**config.mk**
```make
export PLATFORM = sky130hd
export DESIGN_NAME = vac_autocal_bank
export DESIGN_NICKNAME = d
export VERILOG_FILES = /design/src/logic/vac_pkg.sv /design/src/logic/vac_reg_if.sv /design/src/logic/vac_serial_port.sv /design/src/logic/vac_autocal_bank.sv
export VERILOG_INCLUDE_DIRS = /design/src /design/src/logic
export SDC_FILE = /design/constraint.sdc
export NUM_CORES = 1
export LEC_CHECK = 0
export ABC_AREA = 1
export BUFFER_PORTS_ARGS = -buffer_cell sky130_fd_sc_hd__buf_4
export CAP_MARGIN = 20
export CORE_MARGIN = 4
export CORE_UTILIZATION = 60
export CTS_CLUSTER_SIZE = 16
export DETAILED_ROUTE_END_ITERATION = 8
export PLACE_DENSITY = 0.76
export SKIP_CTS_REPAIR_TIMING = 1
export SLEW_MARGIN = 5
export SYNTH_ARGS = -nofsm -noshare
export SYNTH_HDL_FRONTEND = slang
export SYNTH_HIERARCHICAL = 1
export SYNTH_SLANG_ARGS = --single-unit
```
**constraint.sdc**
```tcl
create_clock -name core_clk_i -period 3.4 [get_ports core_clk_i]
set_clock_uncertainty 0.2 [all_clocks]
set_input_delay 0 -clock core_clk_i [delete_from_list [all_inputs] [get_ports core_clk_i]]
set_output_delay 0 -clock core_clk_i [all_outputs]
set_load 0.005 [all_outputs]
```
**src/logic/vac_consts.svh**
```systemverilog
// Purpose: offsets, field positions, reset values and codes of the VCO autocal register bank
// Assumes: 8-bit registers, 15-bit serial port address
// Notes: definitions only
`ifndef VAC_CONSTS_SVH
`define VAC_CONSTS_SVH

`define VAC_ADDR_W 15
`define VAC_DATA_W 8
`define VAC_FRAME_BITS 5'h18
`define VAC_ADDR_END 5'h10

`define VAC_OFS_LEVEL_CTRL 15'h002C
`define VAC_OFS_BAND_DIV 15'h0030
`define VAC_OFS_TIMEOUT_LOW 15'h0031
`define VAC_OFS_CONV_CTRL 15'h0032
`define VAC_OFS_LOCK_RB 15'h0033
`define VAC_OFS_TEST_MODE 15'h0034
`define VAC_OFS_CONV_DIV 15'h0035
`define VAC_OFS_PUMP_TRIM 15'h0036
`define VAC_OFS_BAND_OVR 15'h0037
`define VAC_OFS_CORE_OVR 15'h0038
`define VAC_OFS_RESULT_LO 15'h006E
`define VAC_OFS_RESULT_HI 15'h006F
`define VAC_OFS_CLK_CTRL 15'h0073

`define VAC_REG_RESET 8'h00
`define VAC_RESULT_RESET 16'h0000
`define VAC_CHECKERBOARD 16'hAA55

`define VAC_BIT_LEVEL_OFF 0
`define VAC_BIT_MUX_SEL 7
`define VAC_BIT_FAST 5
`define VAC_BIT_CONT 4
`define VAC_BIT_CONVERT 3
`define VAC_BIT_CONV_EN 2
`define VAC_BIT_CONV_CLK_OFF 2
`define VAC_LSB_TIMEOUT_HI 0
`define VAC_MSB_TIMEOUT_HI 1
`define VAC_LSB_LOCK_WAIT 0
`define VAC_MSB_LOCK_WAIT 4
`define VAC_LSB_RB_SRC 5
`define VAC_MSB_RB_SRC 7
`define VAC_LSB_TEST_SEL 5
`define VAC_MSB_TEST_SEL 7
`define VAC_LSB_LEVEL_WAIT 0
`define VAC_MSB_LEVEL_WAIT 4
`define VAC_LSB_CORE 4
`define VAC_MSB_CORE 7

`define VAC_CONV_DIV_MUL 10'h004
`define VAC_CONV_DIV_ADD 10'h002

`endif

```
**src/logic/vac_pkg.sv**
```systemverilog
// Purpose: shared types of the VCO autocal register bank
// Assumes: codes as held by the register fields
// Notes: no constants here, those live in vac_consts.svh
package vac_pkg;

    typedef enum logic [2:0] {
        VAC_MODE_NORMAL = 3'h0,
        VAC_MODE_CORE_BAND = 3'h2,
        VAC_MODE_VOLTAGE = 3'h4
    } vac_test_mode_t;

    typedef enum logic [2:0] {
        VAC_RB_CHECKER = 3'h0,
        VAC_RB_CORE_BAND = 3'h1,
        VAC_RB_TEMP = 3'h5
    } vac_rb_src_t;

    typedef enum logic [1:0] {
        VAC_SP_IDLE = 2'h0,
        VAC_SP_ADDR = 2'h1,
        VAC_SP_DATA = 2'h2
    } vac_sp_state_t;

endpackage

```
**src/logic/vac_reg_if.sv**
```systemverilog
// Purpose: carrier between the serial port and the register bank
// Assumes: one core clock domain
// Notes: wr_en is a one-cycle pulse, rdata is combinational from addr
`timescale 1ns/1ps
`include "vac_consts.svh"
interface vac_reg_if;
    logic wr_en;
    logic [`VAC_ADDR_W-1:0] addr;
    logic [`VAC_DATA_W-1:0] wdata;
    logic [`VAC_DATA_W-1:0] rdata;

    modport port (output wr_en, output addr, output wdata, input rdata);
    modport bank (input wr_en, input addr, input wdata, output rdata);
endinterface

```
**src/logic/vac_serial_port.sv**
```systemverilog
// Purpose: serial programming port slave, 24-bit frames, MSB first
// Assumes: sclk, cs and sdi synchronous to core_clk, each sclk phase >= 2 core cycles
// Notes: frame = read flag, 15-bit address, 8-bit data
`timescale 1ns/1ps
`include "vac_consts.svh"
module vac_serial_port (
    input wire logic core_clk_i,
    input wire logic nrst_i,
    input wire logic spi_cs_n_i,
    input wire logic spi_sclk_i,
    input wire logic spi_sdi_i,
    output logic spi_sdo_o,
    output logic spi_sdo_oe_o,
    vac_reg_if.port regs
);
    logic sclk_q;
    logic [4:0] bit_cnt;
    logic [22:0] rx_shift;
    logic rd_flag;
    logic [7:0] tx_shift;
    logic load_pend;
    logic fresh;
    logic wr_pulse;
    vac_pkg::vac_sp_state_t state;

    wire sclk_rise = ~spi_cs_n_i & spi_sclk_i & ~sclk_q;
    wire sclk_fall = ~spi_cs_n_i & ~spi_sclk_i & sclk_q;

    always_ff @(posedge core_clk_i) begin
        if (!nrst_i) begin
            sclk_q <= 1'b0;
        end else begin
            sclk_q <= spi_sclk_i;
        end
    end

    always_ff @(posedge core_clk_i) begin
        if (!nrst_i || spi_cs_n_i) begin
            bit_cnt <= 5'h00;
            rx_shift <= 23'h000000;
            rd_flag <= 1'b0;
            state <= vac_pkg::VAC_SP_IDLE;
        end else if (sclk_rise && bit_cnt != `VAC_FRAME_BITS) begin
            bit_cnt <= bit_cnt + 5'h01;
            if (bit_cnt == 5'h00) begin
                rd_flag <= spi_sdi_i;
                state <= vac_pkg::VAC_SP_ADDR;
            end else begin
                rx_shift <= {rx_shift[21:0], spi_sdi_i};
            end
            if (bit_cnt + 5'h01 == `VAC_ADDR_END) begin
                state <= vac_pkg::VAC_SP_DATA;
            end
        end
    end

    // write fires once, one core cycle after the rising edge that completes the frame is detected
    always_ff @(posedge core_clk_i) begin
        if (!nrst_i) begin
            wr_pulse <= 1'b0;
        end else begin
            wr_pulse <= sclk_rise && !rd_flag && bit_cnt == `VAC_FRAME_BITS - 5'h01;
        end
    end

    // the first falling edge after load keeps bit 7 on the line
    always_ff @(posedge core_clk_i) begin
        if (!nrst_i || spi_cs_n_i) begin
            tx_shift <= `VAC_REG_RESET;
            load_pend <= 1'b0;
            fresh <= 1'b0;
        end else if (sclk_rise && bit_cnt + 5'h01 == `VAC_ADDR_END) begin
            load_pend <= 1'b1;
        end else if (load_pend) begin
            load_pend <= 1'b0;
            tx_shift <= regs.rdata;
            fresh <= 1'b1;
        end else if (sclk_fall && state == vac_pkg::VAC_SP_DATA) begin
            if (fresh) begin
                fresh <= 1'b0;
            end else begin
                tx_shift <= {tx_shift[6:0], 1'b0};
            end
        end
    end

    assign regs.wr_en = wr_pulse;
    // a read looks its register up right after the address, before the data bits push it up
    assign regs.addr = wr_pulse ? rx_shift[22:8] : rx_shift[14:0];
    assign regs.wdata = rx_shift[7:0];
    assign spi_sdo_o = tx_shift[7];
    assign spi_sdo_oe_o = ~spi_cs_n_i & rd_flag & (state == vac_pkg::VAC_SP_DATA);
endmodule // vac_serial_port

```
**src/logic/vac_autocal_bank.sv**
```systemverilog
// Purpose: VCO autocalibration control register bank with divided calibration and converter ticks
// Assumes: pfd_clk_i sampled as an ordinary input, well below half the core clock rate
// Notes: registers reached only through the serial programming port
// Functional notes
// RULE1: level-control bit 0 drives level control off; software keeps it at one.
// RULE2: band calibration tick comes every divider-value phase detector cycles.
// RULE3: ten-bit timeout joins the timeout register with converter control bits 1:0.
// RULE4: converter control bit 7 picks temperature voltage or scaled tuning voltage.
// RULE5: converter bits enable, convert request, continuous and fast modes.
// RULE6: lock-timeout bits 4:0 give the five-bit lock wait limit.
// RULE7: readback source 000 checkerboard, 001 core and band, 101 temperature reading.
// RULE8: test-mode bits 7:5 select normal, core/band override or voltage override.
// RULE9: software keeps level-control wait limit field at zero.
// RULE10: converter tick every four times divider plus two detector cycles.
// RULE11: band override register drives VCO band when calibration is bypassed.
// RULE12: core override bits 7:4 drive VCO core when bypassed; low bits reserved.
// RULE13: every register resets to 0x00, reserved bits too.
// RULE14: converter enable overrides the converter clock-disable bit.
// RULE15: selected readback value appears in two read-only eight-bit result registers.
// RULE16: overrides apply only in core and band override mode.
`timescale 1ns/1ps
`include "vac_consts.svh"
module vac_autocal_bank (
    input wire logic core_clk_i,
    input wire logic nrst_i,
    input wire logic spi_cs_n_i,
    input wire logic spi_sclk_i,
    input wire logic spi_sdi_i,
    output logic spi_sdo_o,
    output logic spi_sdo_oe_o,
    input wire logic pfd_clk_i,
    input wire logic [3:0] auto_core_i,
    input wire logic [7:0] auto_band_i,
    input wire logic [7:0] temp_reading_i,
    output logic level_ctrl_off_o,
    output logic band_cal_tick_o,
    output logic [9:0] cal_timeout_o,
    output logic conv_input_tuning_o,
    output logic conv_enable_o,
    output logic conv_request_o,
    output logic converter_continuous_mode_o,
    output logic converter_fast_mode_o,
    output logic conv_tick_o,
    output logic conv_start_o,
    output logic [4:0] lock_wait_limit_o,
    output logic [2:0] cal_machine_test_select_o,
    output logic voltage_override_o,
    output logic [4:0] level_ctrl_wait_limit_o,
    output logic [7:0] pump_current_trim_value_o,
    output logic [3:0] vco_core_o,
    output logic [7:0] vco_band_o
);
    vac_reg_if regs ();

    logic [7:0] level_control_disable;
    logic [7:0] band_cal_divider;
    logic [7:0] cal_timeout_low;
    logic [7:0] converter_control;
    logic [7:0] lock_timeout_readback_sel;
    logic [7:0] cal_test_mode;
    logic [7:0] converter_clock_divider;
    logic [7:0] pump_current_trim;
    logic [7:0] band_override;
    logic [7:0] core_override;
    logic [7:0] converter_clock_ctrl;
    logic [15:0] cal_result_value;
    logic [15:0] next_cal_result_value;
    logic pfd_q;
    logic [7:0] band_cnt;
    logic [9:0] conv_cnt;
    logic [9:0] conv_period;
    logic conv_clk_run;
    logic [7:0] next_rdata;

    vac_serial_port u_port (
        .core_clk_i(core_clk_i),
        .nrst_i(nrst_i),
        .spi_cs_n_i(spi_cs_n_i),
        .spi_sclk_i(spi_sclk_i),
        .spi_sdi_i(spi_sdi_i),
        .spi_sdo_o(spi_sdo_o),
        .spi_sdo_oe_o(spi_sdo_oe_o),
        .regs(regs)
    );

    // a write lands in the register whose offset matches
    function automatic logic hit(input logic [14:0] ofs);
        return regs.wr_en && regs.addr == ofs;
    endfunction

    // terminal count of a divider; a zero period never fires
    // a count already past a newly shortened period wraps at once instead of running round
    function automatic logic last_count(input logic [9:0] cnt, input logic [9:0] period);
        return period != 10'h000 && cnt >= period - 10'h001;
    endfunction

    always_ff @(posedge core_clk_i) begin
        if (!nrst_i) begin
            level_control_disable <= `VAC_REG_RESET; // RULE13
            band_cal_divider <= `VAC_REG_RESET;
            cal_timeout_low <= `VAC_REG_RESET;
            converter_control <= `VAC_REG_RESET;
            lock_timeout_readback_sel <= `VAC_REG_RESET;
            cal_test_mode <= `VAC_REG_RESET;
            converter_clock_divider <= `VAC_REG_RESET;
            pump_current_trim <= `VAC_REG_RESET;
            band_override <= `VAC_REG_RESET;
            core_override <= `VAC_REG_RESET;
            converter_clock_ctrl <= `VAC_REG_RESET;
        end else begin
            if (hit(`VAC_OFS_LEVEL_CTRL)) begin
                level_control_disable <= regs.wdata;
            end
            if (hit(`VAC_OFS_BAND_DIV)) begin
                band_cal_divider <= regs.wdata;
            end
            if (hit(`VAC_OFS_TIMEOUT_LOW)) begin
                cal_timeout_low <= regs.wdata;
            end
            if (hit(`VAC_OFS_CONV_CTRL)) begin
                converter_control <= regs.wdata;
            end
            if (hit(`VAC_OFS_LOCK_RB)) begin
                lock_timeout_readback_sel <= regs.wdata;
            end
            if (hit(`VAC_OFS_TEST_MODE)) begin
                cal_test_mode <= regs.wdata;
            end
            if (hit(`VAC_OFS_CONV_DIV)) begin
                converter_clock_divider <= regs.wdata;
            end
            if (hit(`VAC_OFS_PUMP_TRIM)) begin
                pump_current_trim <= regs.wdata;
            end
            if (hit(`VAC_OFS_BAND_OVR)) begin
                band_override <= regs.wdata;
            end
            // reserved low bits are stored as written; software writes zero there
            if (hit(`VAC_OFS_CORE_OVR)) begin
                core_override <= regs.wdata;
            end
            if (hit(`VAC_OFS_CLK_CTRL)) begin
                converter_clock_ctrl <= regs.wdata;
            end
        end
    end

    // readback result is registered every cycle, one cycle behind the selected source
    always_comb begin
        next_cal_result_value = `VAC_RESULT_RESET;
        unique case (lock_timeout_readback_sel[`VAC_MSB_RB_SRC:`VAC_LSB_RB_SRC])
            vac_pkg::VAC_RB_CHECKER: next_cal_result_value = `VAC_CHECKERBOARD; // RULE7
            vac_pkg::VAC_RB_CORE_BAND: next_cal_result_value = {4'h0, vco_core_o, vco_band_o}; // RULE7
            vac_pkg::VAC_RB_TEMP: next_cal_result_value = {8'h00, temp_reading_i}; // RULE7
            default: next_cal_result_value = `VAC_RESULT_RESET;
        endcase
    end

    always_ff @(posedge core_clk_i) begin
        if (!nrst_i) begin
            cal_result_value <= `VAC_RESULT_RESET;
        end else begin
            cal_result_value <= next_cal_result_value; // RULE15
        end
    end

    always_comb begin
        next_rdata = `VAC_REG_RESET;
        unique case (regs.addr)
            `VAC_OFS_LEVEL_CTRL: next_rdata = level_control_disable;
            `VAC_OFS_BAND_DIV: next_rdata = band_cal_divider;
            `VAC_OFS_TIMEOUT_LOW: next_rdata = cal_timeout_low;
            `VAC_OFS_CONV_CTRL: next_rdata = converter_control;
            `VAC_OFS_LOCK_RB: next_rdata = lock_timeout_readback_sel;
            `VAC_OFS_TEST_MODE: next_rdata = cal_test_mode;
            `VAC_OFS_CONV_DIV: next_rdata = converter_clock_divider;
            `VAC_OFS_PUMP_TRIM: next_rdata = pump_current_trim;
            `VAC_OFS_BAND_OVR: next_rdata = band_override;
            `VAC_OFS_CORE_OVR: next_rdata = core_override;
            `VAC_OFS_CLK_CTRL: next_rdata = converter_clock_ctrl;
            `VAC_OFS_RESULT_LO: next_rdata = cal_result_value[7:0]; // RULE15
            `VAC_OFS_RESULT_HI: next_rdata = cal_result_value[15:8]; // RULE15
            default: next_rdata = `VAC_REG_RESET;
        endcase
    end

    assign regs.rdata = next_rdata;

    // phase detector edges are counted, not used as a clock, to stay in one domain
    always_ff @(posedge core_clk_i) begin
        if (!nrst_i) begin
            pfd_q <= 1'b0;
        end else begin
            pfd_q <= pfd_clk_i;
        end
    end

    wire pfd_rise = pfd_clk_i & ~pfd_q;

    always_ff @(posedge core_clk_i) begin
        if (!nrst_i) begin
            band_cnt <= 8'h00;
            band_cal_tick_o <= 1'b0;
        end else begin
            band_cal_tick_o <= 1'b0;
            if (band_cal_divider == 8'h00) begin
                band_cnt <= 8'h00;
            end else if (pfd_rise) begin
                if (last_count({2'h0, band_cnt}, {2'h0, band_cal_divider})) begin
                    band_cnt <= 8'h00;
                    band_cal_tick_o <= 1'b1; // RULE2
                end else begin
                    band_cnt <= band_cnt + 8'h01;
                end
            end
        end
    end

    assign conv_period = {2'h0, converter_clock_divider} * `VAC_CONV_DIV_MUL + `VAC_CONV_DIV_ADD; // RULE10
    assign conv_clk_run = converter_control[`VAC_BIT_CONV_EN]
        | ~converter_clock_ctrl[`VAC_BIT_CONV_CLK_OFF]; // RULE14

    always_ff @(posedge core_clk_i) begin
        if (!nrst_i) begin
            conv_cnt <= 10'h000;
            conv_tick_o <= 1'b0;
        end else begin
            conv_tick_o <= 1'b0;
            if (!conv_clk_run) begin
                conv_cnt <= 10'h000;
            end else if (pfd_rise) begin
                if (last_count(conv_cnt, conv_period)) begin
                    conv_cnt <= 10'h000;
                    conv_tick_o <= 1'b1; // RULE10
                end else begin
                    conv_cnt <= conv_cnt + 10'h001;
                end
            end
        end
    end

    // a conversion starts one core cycle after a converter tick seen while enabled and requested or continuous
    always_ff @(posedge core_clk_i) begin
        if (!nrst_i) begin
            conv_start_o <= 1'b0;
        end else begin
            conv_start_o <= conv_tick_o && converter_control[`VAC_BIT_CONV_EN]
                && (converter_control[`VAC_BIT_CONVERT] || converter_control[`VAC_BIT_CONT]); // RULE5
        end
    end

    assign level_ctrl_off_o = level_control_disable[`VAC_BIT_LEVEL_OFF]; // RULE1
    assign cal_timeout_o = {converter_control[`VAC_MSB_TIMEOUT_HI:`VAC_LSB_TIMEOUT_HI],
        cal_timeout_low}; // RULE3
    assign conv_input_tuning_o = converter_control[`VAC_BIT_MUX_SEL]; // RULE4
    assign conv_enable_o = converter_control[`VAC_BIT_CONV_EN]; // RULE5
    assign conv_request_o = converter_control[`VAC_BIT_CONVERT]; // RULE5
    assign converter_continuous_mode_o = converter_control[`VAC_BIT_CONT]; // RULE5
    assign converter_fast_mode_o = converter_control[`VAC_BIT_FAST]; // RULE5
    assign lock_wait_limit_o = lock_timeout_readback_sel[`VAC_MSB_LOCK_WAIT:`VAC_LSB_LOCK_WAIT]; // RULE6
    assign cal_machine_test_select_o = cal_test_mode[`VAC_MSB_TEST_SEL:`VAC_LSB_TEST_SEL]; // RULE8
    assign voltage_override_o = cal_machine_test_select_o == vac_pkg::VAC_MODE_VOLTAGE; // RULE8
    // passed through as stored; a nonzero value is a software fault
    assign level_ctrl_wait_limit_o = cal_test_mode[`VAC_MSB_LEVEL_WAIT:`VAC_LSB_LEVEL_WAIT];
    assign pump_current_trim_value_o = pump_current_trim;

    always_ff @(posedge core_clk_i) begin
        if (!nrst_i) begin
            vco_core_o <= 4'h0;
            vco_band_o <= 8'h00;
        end else if (cal_machine_test_select_o == vac_pkg::VAC_MODE_CORE_BAND) begin // RULE16
            vco_core_o <= core_override[`VAC_MSB_CORE:`VAC_LSB_CORE]; // RULE12
            vco_band_o <= band_override; // RULE11
        end else begin
            vco_core_o <= auto_core_i;
            vco_band_o <= auto_band_i;
        end
    end
endmodule // vac_autocal_bank

```
# ---- Word level (Yosys, flattened, before mapping)
# Index checks and enable logic that the tools add are counted.
dict set report op_classes {
  n_addsub 6
  n_mul 0
  div_mod_pow 0
  n_lt_le_gt_ge 2
  n_eq_ne 22
  shifts 0
  muxes 17
  bitwise 17
  n_reduce_logical 40
}
# cell count
set ops {}
lappend ops {{15-bit by 6-bit == test with 1-bit output, second input constant} 10}
lappend ops {{8-bit one-hot mux with 13 select lines} 1}
lappend ops {{16-bit one-hot mux with 3 select lines} 1}
lappend ops {{15-bit by 7-bit == test with 1-bit output, second input constant} 3}
lappend ops {{8-bit two-way mux} 5}
lappend ops {{1-bit logical AND} 20}
lappend ops {{15-bit two-way mux} 1}
lappend ops {{10-bit by 1-bit adder with 10-bit output, second input constant} 1}
lappend ops {{10-bit by 2-bit adder with 10-bit output, second input constant} 1}
lappend ops {{5-bit == test, second input constant} 2}
lappend ops {{10-bit >= comparator} 1}
lappend ops {{8-bit by 10-bit >= comparator with 1-bit output} 1}
lappend ops {{10-bit two-way mux} 1}
lappend ops {{2-bit AND reduction} 5}
lappend ops {{10-bit nonzero test} 1}
lappend ops {{10-bit by 1-bit subtractor with 10-bit output, second input constant} 1}
lappend ops {{1-bit inverter} 9}
lappend ops {{8-bit by 1-bit subtractor with 9-bit output, second input constant} 1}
lappend ops {{8-bit by 1-bit adder with 8-bit output, second input constant} 1}
lappend ops {{8-bit zero test} 1}
lappend ops {{8-bit nonzero test} 1}
lappend ops {{1-bit bitwise AND} 7}
lappend ops {{3-bit == test, second input constant} 2}
lappend ops {{3-bit AND reduction} 2}
lappend ops {{other kinds (17)} 25}
dict set report totals {
  register_bits 181
  latch_bits 0
  ram_bits 0
  romBits 0
  inputBits 26
  output_inout_bits 55
  word_cells 133
  memories 0
}

# ---- Longest topological paths before layout
# Gate-level depths: netlist of the first run.
dict set report depth {
  depth_word 6
  ltp_mapped 18
  mapped_depth_nobuf 16
}

# ---- Modules after synthesis
# The synthesis of the first run kept the hierarchy.
# mod n_inst cells_each area_per_inst_um2 seq_area_each_um2
set modules_own_cells {}
lappend modules_own_cells {vac_autocal_bank 1 923 6711.4 2702.6}
lappend modules_own_cells {vac_serial_port 1 272 2059.5 860.8}

# ---- Worst setup path after synthesis of the first run
# Ideal clock, no wire load.
dict set report synth_path {
  kind {register to register}
  from {reg u_port.wr_pulse, in the netlist u_port/regs.wr_en}
  to {reg u_port.tx_shift[3]}
  setup_time_ns 0.064
  arrival_time_ns 2.325
  required_ns 3.136
  slack_ns 0.811
  path_stages_with_launch 16
  path_buffers 1
  period_less_slack_ns 2.589
  path_cell_list {dfxtp_1 > clkbuf_1 > nand2_1 > o21ai_0 > nand2_2 > nor3_4 > nand2_2 > nor2_4 > nand2_1 > o21ai_0 > nor2_1 > nand3_1 > mux2i_1 > nand4_1 > nand2_1 > nor2_1}
}
dict set report synth_between {
  elab_chain_cells 4
  elab_cells_between_ends 16
  cone_classes {eq/ne (13); mux (3)}
}
# element line_no
set synth_lines {}
lappend synth_lines {{start: declaration} vac_serial_port.sv:23} ;# logic wr_pulse;
lappend synth_lines {{start signal: assignment} vac_serial_port.sv:62} ;# wr_pulse <= sclk_rise && !rd_flag && bit_cnt == `VAC_FRAME_BITS - 5'h01;
lappend synth_lines {{15-bit two-way mux *} vac_serial_port.sv:89} ;# assign regs.addr = wr_pulse ? rx_shift[22:8] : rx_shift[14:0];
lappend synth_lines {{named net regs.addr[4]} vac_reg_if.sv:8} ;# logic [`VAC_ADDR_W-1:0] addr;
lappend synth_lines {{15-bit by 7-bit == test with 1-bit output or 15-bit by 6-bit == test with 1-bit output (tied branches)} vac_autocal_bank.sv:169} ;# unique case (regs.addr)
lappend synth_lines {{8-bit one-hot mux with 13 select lines *} vac_autocal_bank.sv:169}
lappend synth_lines {{named net next_rdata[3]} vac_autocal_bank.sv:73} ;# logic [7:0] next_rdata;
lappend synth_lines {{8-bit two-way mux *} vac_serial_port.sv:74} ;# end else if (load_pend) begin
lappend synth_lines {{end signal: assignment} vac_serial_port.sv:69} ;# tx_shift <= `VAC_REG_RESET;
lappend synth_lines {{end signal: assignment} vac_serial_port.sv:76} ;# tx_shift <= regs.rdata;
lappend synth_lines {{end signal: assignment} vac_serial_port.sv:82} ;# tx_shift <= {tx_shift[6:0], 1'b0};
lappend synth_lines {{end: declaration} vac_serial_port.sv:20} ;# logic [7:0] tx_shift;
# Mark *: on every way through the listed nets, which the timed path passes. The rest lies on a longest branch.
# A chain may end at the register's enable or synchronous reset.

# ---- Worst setup path in the final report of the first run
# Same ends and word-level chain as after synthesis.

==> results of run 1 <==
## per-stage QoR
stage	instances	util [%]	hold WS, ns
floorplan	1195	-	-0.1658
global placement	1412	66.31	0.007868
detailed placement	1412	66.31	0.01400
CTS	1444	70.48	-0.4341
global route	1487	73.58	0.1520
finish	1487	73.58	0.1215
## cells by family (layout without fill, tap and decap cells)
| kind of cell | Yosys count | in the layout | synth area share (%) |
|---|---|---|---|
| flip-flops | 178 | 178 | 40.63 |
| buffers and inverters | 225 | 337 | 11.44 |
| AND/OR/NAND/NOR | 437 | 437 | 24.18 |
| XOR/XNOR | 15 | 15 | 1.498 |
| multiplexers | 7 | 7 | 0.7989 |
| AO/OA/AOI/OAI | 310 | 310 | 18.17 |
| adder cells (fa/ha/maj) | 23 | 23 | 3.281 |
## where the power goes
group | internal, uW | switching (uW) | leakage [uW]
Clock | 1050 | 930 | 0.000283
Sequential | 2100 | 15.8 | 0.00144
Combinational | 96.0 | 132 | 0.00243
Total | 3250 | 1080 | 0.00415
## worst reg2reg max path, cell delays in order (launching register included)
cell and delay (ns):
dfxtp_1 0.41, buf_4 0.26, o21ai_0 0.47, nor2_1 0.08, nand2_1 0.15, clkinvlp_4 0.24, nand4_2 0.27, inv_1 0.13
nand2_1 0.10, nand2_1 0.06, nor2_1 0.10, nand3_1 0.10, mux2i_1 0.17, nand4_1 0.11, nand2_1 0.09, nor2_1 0.04
## cell usage in the layout, fill, tap and decap left out, drive strengths merged, types with 12 or more instances in the layout
cell	Yosys	final
clkbuf	22	17
o21ai	160	160
a21oi	142	142
nand3	46	46
ha	23	23
nand4	50	50
nand2	178	178
dfxtp	178	178
xor2	12	12
dlygate4sd3	0	39
buf	37	100
nor2	140	140
inv	162	172
nor3	15	15
## final timing paths
| check | depth (start not counted) | end |
|---|---|---|
| max reg2reg | 15 | u_port/tx_shift[3] |
| min reg2reg | 2 | level_control_disable[5] |
| max | 15 | u_port/tx_shift[3] |
| min | 4 | pfd_q |
## layout make-up
class	instances	area, um^2	area share [%]
multi-input cells	792	4209	40.58
repair buffers	139	1154	11.12
flip-flops and latches	178	3563	34.36
clock inverters	15	162.7	1.568
inverters	166	631.9	6.092
clock buffers	17	425.4	4.102
well taps	180	225.2	2.172
## layer usage
metal	wire length [um]	global-route usage (%)	share of wire (%)	vias up
met5	0	0	0	-
met4	1151	13.22	4.3	0
met3	1928	5.770	7.3	82
met2	12090	47.68	46	415
met1	11330	42.27	43	3880
li1	-	-	-	4123
==> results.yml, run 1 <==
critical_path:
  rr_startpoint: "u_port/regs.wr_en"
  critical_path_buf_inv_count: 3
  reg2reg_slack_ns: 0.31
  critical_path.startpoint: "u_port/regs.wr_en"
  critical_path_required_ns: 3.53
  worst_ep_arrival_time_ns: 3.22
  max_stage_delay_ns: 0.46
  critical_path.slowest_cell: "o21ai_0"
  worst_setup_path_end_kind: "flop"
  start_kind: "flop"
  cpLargestDelayFamily: "simple AND/OR/NAND/NOR gates"
  crit_path_frequent_cell: "nand2_1"
  path_max_fanout: 25
  setup.worst_path.class: "reg -> reg"
  crit_path_cell_trace: "buf_4, o21ai_0, nor2_1, nand2_1, clkinvlp_4, nand4_2, inv_1, nand2_1, nand2_1, nor2_1, nand3_1, mux2i_1, nand4_1, nand2_1, nor2_1"
logic_synthesis:
  syn_nets: 1244
  synth_area_per_cell_um2: 7.340
  synth_flop_cell: "dfxtp_1"
  synth_top_cells_by_area: "dfxtp_1 (41%), o21ai_0 (8.7%), a21oi_1 (7.8%)"
  most_frequent_cells_after_synthesis: "dfxtp_1 (178), nand2_1 (164), inv_1 (157)"
  fraction_of_registers_with_async_set_or_reset_after_synthesis_pct: 0
  leading_area_contributor_after_synthesis: "dfxtp_1"
  syn_area_um2: 8771
  syn_inst: 1195
  synth.distinct_cells: 42
  synth_sequential_area_ratio_pct: 40.63
  synth-edff-count: 0
  proportion_of_netlist_area_held_by_the_largest_area_contributor_pct: 40.63
  ys_seq_elements: 178
  yosys_warnings: 6
  yosys.cell_count.top_type: "dfxtp_1"
sta:
  final_critical_path_setup_slack_ns: 0.3141
  unrepaired_setup_endpoints_after_global_routing: "no"
  final_hold_viol_count: 0
  maxSlewHeadroom_pct: 36.67
  worst_pin_slew_ns: 0.9447
  drv_slew: 0
  setup-tns-final_ns: 0
  setup_viol: 0
  finalCritPeriodShare_pct: 90.76
  period_minus_slack_ns: 3.086
  max_clock_freq_mhz: 324.1
placement:
  placedInstanceArea_um2: 9346
  post-dp-hpwl_um: 18180
  pre_cts_ws_ns: 0.1876
  gp_congestion: 0.9937
  port_buffers: 80
layout:
  antenna_cells: 0
  drive_gt1_share_pct: 14.23
  postLayoutCellArea_um2: 10370
  area_delta_synth_final_pct: 18.25
  max_reg_flops: 23
  biggestRegsByFlops: "u_port/rx_shift x23, cal_result_value x13, conv_cnt x10"
  largest_register: "u_port/rx_shift"
  fin_nets: 1343
  nFillCells: 1171
floorplan:
  floorplan.core_area_um2: 14100
  dieWidth_um: 128.9
  row_count: 43
  dieArea_um2: 16620
  dieHeight_um: 128.9
  boundaryPins: 81
  floorplan.initialDensity_pct: 62.22
clock_network:
  cts.path.max_buffers: 2
  cts_htree_levels: 4
  cts_made_buffers: 17
  tritoncts: "built"
  clkLatencyLatePin_ns: 0.44
  clock-root-buffer: "clkbuf_16"
  cts.sinks: 178
  clk_pin_slew_ns: 0.07
routing:
  vias_per_inst: 5.716
  drt_first_iter_violations: 880
  vias: 8500
  final_antenna_net_count: 0
  drt-total-wl_um: 26510
  drt_pass1_iterations: 5
  wl_per_cell_um: 17.83
  remaining_drc_errors: 0
global_routing:
  grt_overflow_total: 0
  first_global_vias: 7634
  grt_usage_pct: 30.83
  antenna_violations_before_repair: 0
  grt_start_max_net_pins: 59
  wire_length_of_the_first_global_routing_pass_um: 40290
power:
  leakage_power_summed_over_all_cells_uw: 0.004151
  maximum_vdd_drop_mv: 0.3439
  totalPowerFinal_uw: 4324
  power-per-cell-area_nw_per_um2: 416.9
outcome:
  status: "complete, no violations"
worst_hold_path:
  hp-class: "in -> reg"
  startpoint_of_the_worst_hold_path: "pfd_clk_i"
flow_run:
  max_cap_violations: 0
Note: power is estimated with default switching activity, not from simulation.
==> run 2, diff against run 1 <==
--- a/config.mk
+++ b/config.mk
@@ -18,5 +18,4 @@
 export SLEW_MARGIN = 5
 export SYNTH_ARGS = -nofsm -noshare
 export SYNTH_HDL_FRONTEND = slang
-export SYNTH_HIERARCHICAL = 1
 export SYNTH_SLANG_ARGS = --single-unit
==> results.yml, run 2 <==
outcome:
  status: "complete, no violations"
sta:
  unrepaired_setup_endpoints_after_global_routing: "no"
  drv_slew: 0
  worst_pin_slew_ns: 0.8513
  max_clock_freq_mhz: 373.0
  final_critical_path_setup_slack_ns: 0.7190
  setup_viol: 0
  maxSlewHeadroom_pct: 43.18
  finalCritPeriodShare_pct: 78.85
  period_minus_slack_ns: 2.681
  final_hold_viol_count: 0
  setup-tns-final_ns: 0
clock_network:
  cts_htree_levels: 4
  cts.path.max_buffers: 2
  cts_made_buffers: 17
  clock-root-buffer: "clkbuf_16"
  cts.sinks: 178
  clkLatencyLatePin_ns: 0.43
  clk_pin_slew_ns: 0.07
  tritoncts: "built"
global_routing:
  grt_overflow_total: 0
  grt_usage_pct: 29.06
  wire_length_of_the_first_global_routing_pass_um: 38260
  first_global_vias: 7395
  grt_start_max_net_pins: 44
  antenna_violations_before_repair: 0
floorplan:
  row_count: 44
  floorplan.initialDensity_pct: 61.29
  floorplan.core_area_um2: 14590
  dieArea_um2: 16920
  boundaryPins: 81
  dieHeight_um: 130.1
  dieWidth_um: 130.1
logic_synthesis:
  leading_area_contributor_after_synthesis: "dfxtp_1"
  yosys_warnings: 0
  synth_top_cells_by_area: "dfxtp_1 (40%), nor2_1 (9.9%), inv_1 (6.0%)"
  synth_area_per_cell_um2: 7.545
  synth_flop_cell: "dfxtp_1"
  synth.distinct_cells: 43
  most_frequent_cells_after_synthesis: "nor2_1 (237), dfxtp_1 (178), inv_1 (142)"
  syn_area_um2: 8941
  syn_inst: 1185
  syn_nets: 1234
  ys_seq_elements: 178
  synth-edff-count: 0
  yosys.cell_count.top_type: "nor2_1"
  fraction_of_registers_with_async_set_or_reset_after_synthesis_pct: 0
  synth_sequential_area_ratio_pct: 39.85
  proportion_of_netlist_area_held_by_the_largest_area_contributor_pct: 39.85
critical_path:
  worst_r2r_path_depth: 14
  worst_ep_arrival_time_ns: 2.85
  setup.worst_path.class: "reg -> reg"
  start_kind: "flop"
  path_max_fanout: 18
  critical_path_required_ns: 3.57
  worst_setup_path_end_kind: "flop"
  critical_path.startpoint: "u_port.regs.wr_en"
  rr_startpoint: "u_port.regs.wr_en"
power:
  leakage_power_summed_over_all_cells_uw: 0.004167
  maximum_vdd_drop_mv: 0.3948
  power-per-cell-area_nw_per_um2: 412.4
layout:
  mostFrequentLayoutCell: "nor2_1"
  area_delta_synth_final_pct: 18.08
  fin_nets: 1326
  antenna_cells: 0
  drive_gt1_share_pct: 15.89
  multi_input_comb_area_um2: 4477
  seq_area_um2: 3563
  biggestRegsByFlops: "u_port.rx_shift x23, cal_result_value x13, conv_cnt x10"
  nFillCells: 1172
  largest_register: "u_port.rx_shift"
  layout.cells.most_common_list: "nor2_1 (235), dfxtp_1 (178), inv_1 (141)"
  max_reg_flops: 23
routing:
  drt-total-wl_um: 24810
  wl_per_cell_um: 16.83
  remaining_drc_errors: 0
  vias_per_inst: 5.528
  final_antenna_net_count: 0
  drt_first_iter_violations: 728
  vias: 8148
  drt_pass1_iterations: 7
placement:
  post-dp-hpwl_um: 16940
  gp_congestion: 0.9033
  port_buffers: 80
  pre_cts_ws_ns: 0.7362
flow_run:
  max_cap_violations: 0
worst_hold_path:
  hp-class: "in -> reg"
  startpoint_of_the_worst_hold_path: "temp_reading_i[6]"
  hold_depth: 4
==> run 2: cell types whose count changed in the layout (fill, tap and decap cells not counted), sizes merged, moves of 5 or more <==
cell,previous run,this run
nand2,178,156
mux2i,7,0
inv,172,145
a21oi,142,88
nand4,50,37
nor3,15,9
nor2,140,257
a211oi,1,75
o21ai,160,75
nand3,46,40
clkbuf,17,22
==> run 2: final cells by class <==
class                           instances  area share (%)
Inverter                              145           5.203
Clock inverter                         10           1.161
Timing Repair Buffer                  136           10.71
Clock buffer                           22           4.586
Multi-Input combinational cell        799           42.40
Sequential cell                       178           33.75
Tap cell                              184           2.181
==> run 2: logic make-up (layout without fill, tap and decap cells) <==
family	after synthesis	after routing	synth area share, %
AOI/OAI and AO/OA	249	249	17.42
xor gates and xnor gates	15	15	1.469
adders and majority gates	23	23	3.219
buffers and inverters	208	313	10.22
DFF	178	178	39.85
and+or+nand+nor	512	512	27.82
==> run 2: final timing paths <==
kind,slack (ns),end
max reg2reg,0.72,u_port.tx_shift[1]
min reg2reg,0.26,u_port.rx_shift[22]
max,0.72,u_port.tx_shift[1]
min,0.21,cal_result_value[6]
==> run 2: worst max-delay path, cell delays in order, from the launching register on <==
cell and delay [ns]:
dfxtp_1 0.35, clkinv_4 0.17, buf_4 0.31, nand2_1 0.09, nand2_1 0.12, nand2_4 0.12, nor2_8 0.34, nand3_4 0.21
nand2_1 0.12, nor2_1 0.04, nand2_1 0.06, nor2_1 0.07, nor2_4 0.15, nand2_1 0.11, a21oi_2 0.12
==> run 2: stage by stage <==
stage          cell area, um^2  util (%)  total power [uW]  cells  hold slack [ns]
6_report                 10560     72.37              4354   1474           0.2125
3_3_place_gp              9560     65.53              2351   1403       -0.0007376
4_1_cts                  10170     69.69              4327   1435          -0.4301
5_1_grt                  10560     72.37              4471   1474           0.2169
3_5_place_dp              9560     65.53              2354   1403         0.007462
2_1_floorplan             8941         -              2275   1185          -0.1689
==> run 2: layer usage <==
layer	track usage, %	wire [um]	up-vias
met2	47.07	11780	309
met5	0	0	-
met3	6.017	1818	48
li1	-	-	4081
met1	38.54	10550	3710
met4	10.51	661	0
==> run 2: where the power goes <==
group	total, uW	switching (uW)	internal (uW)
registers	2120	15.9	2110
clock network	2010	840	1170
logic	224	130	93.6
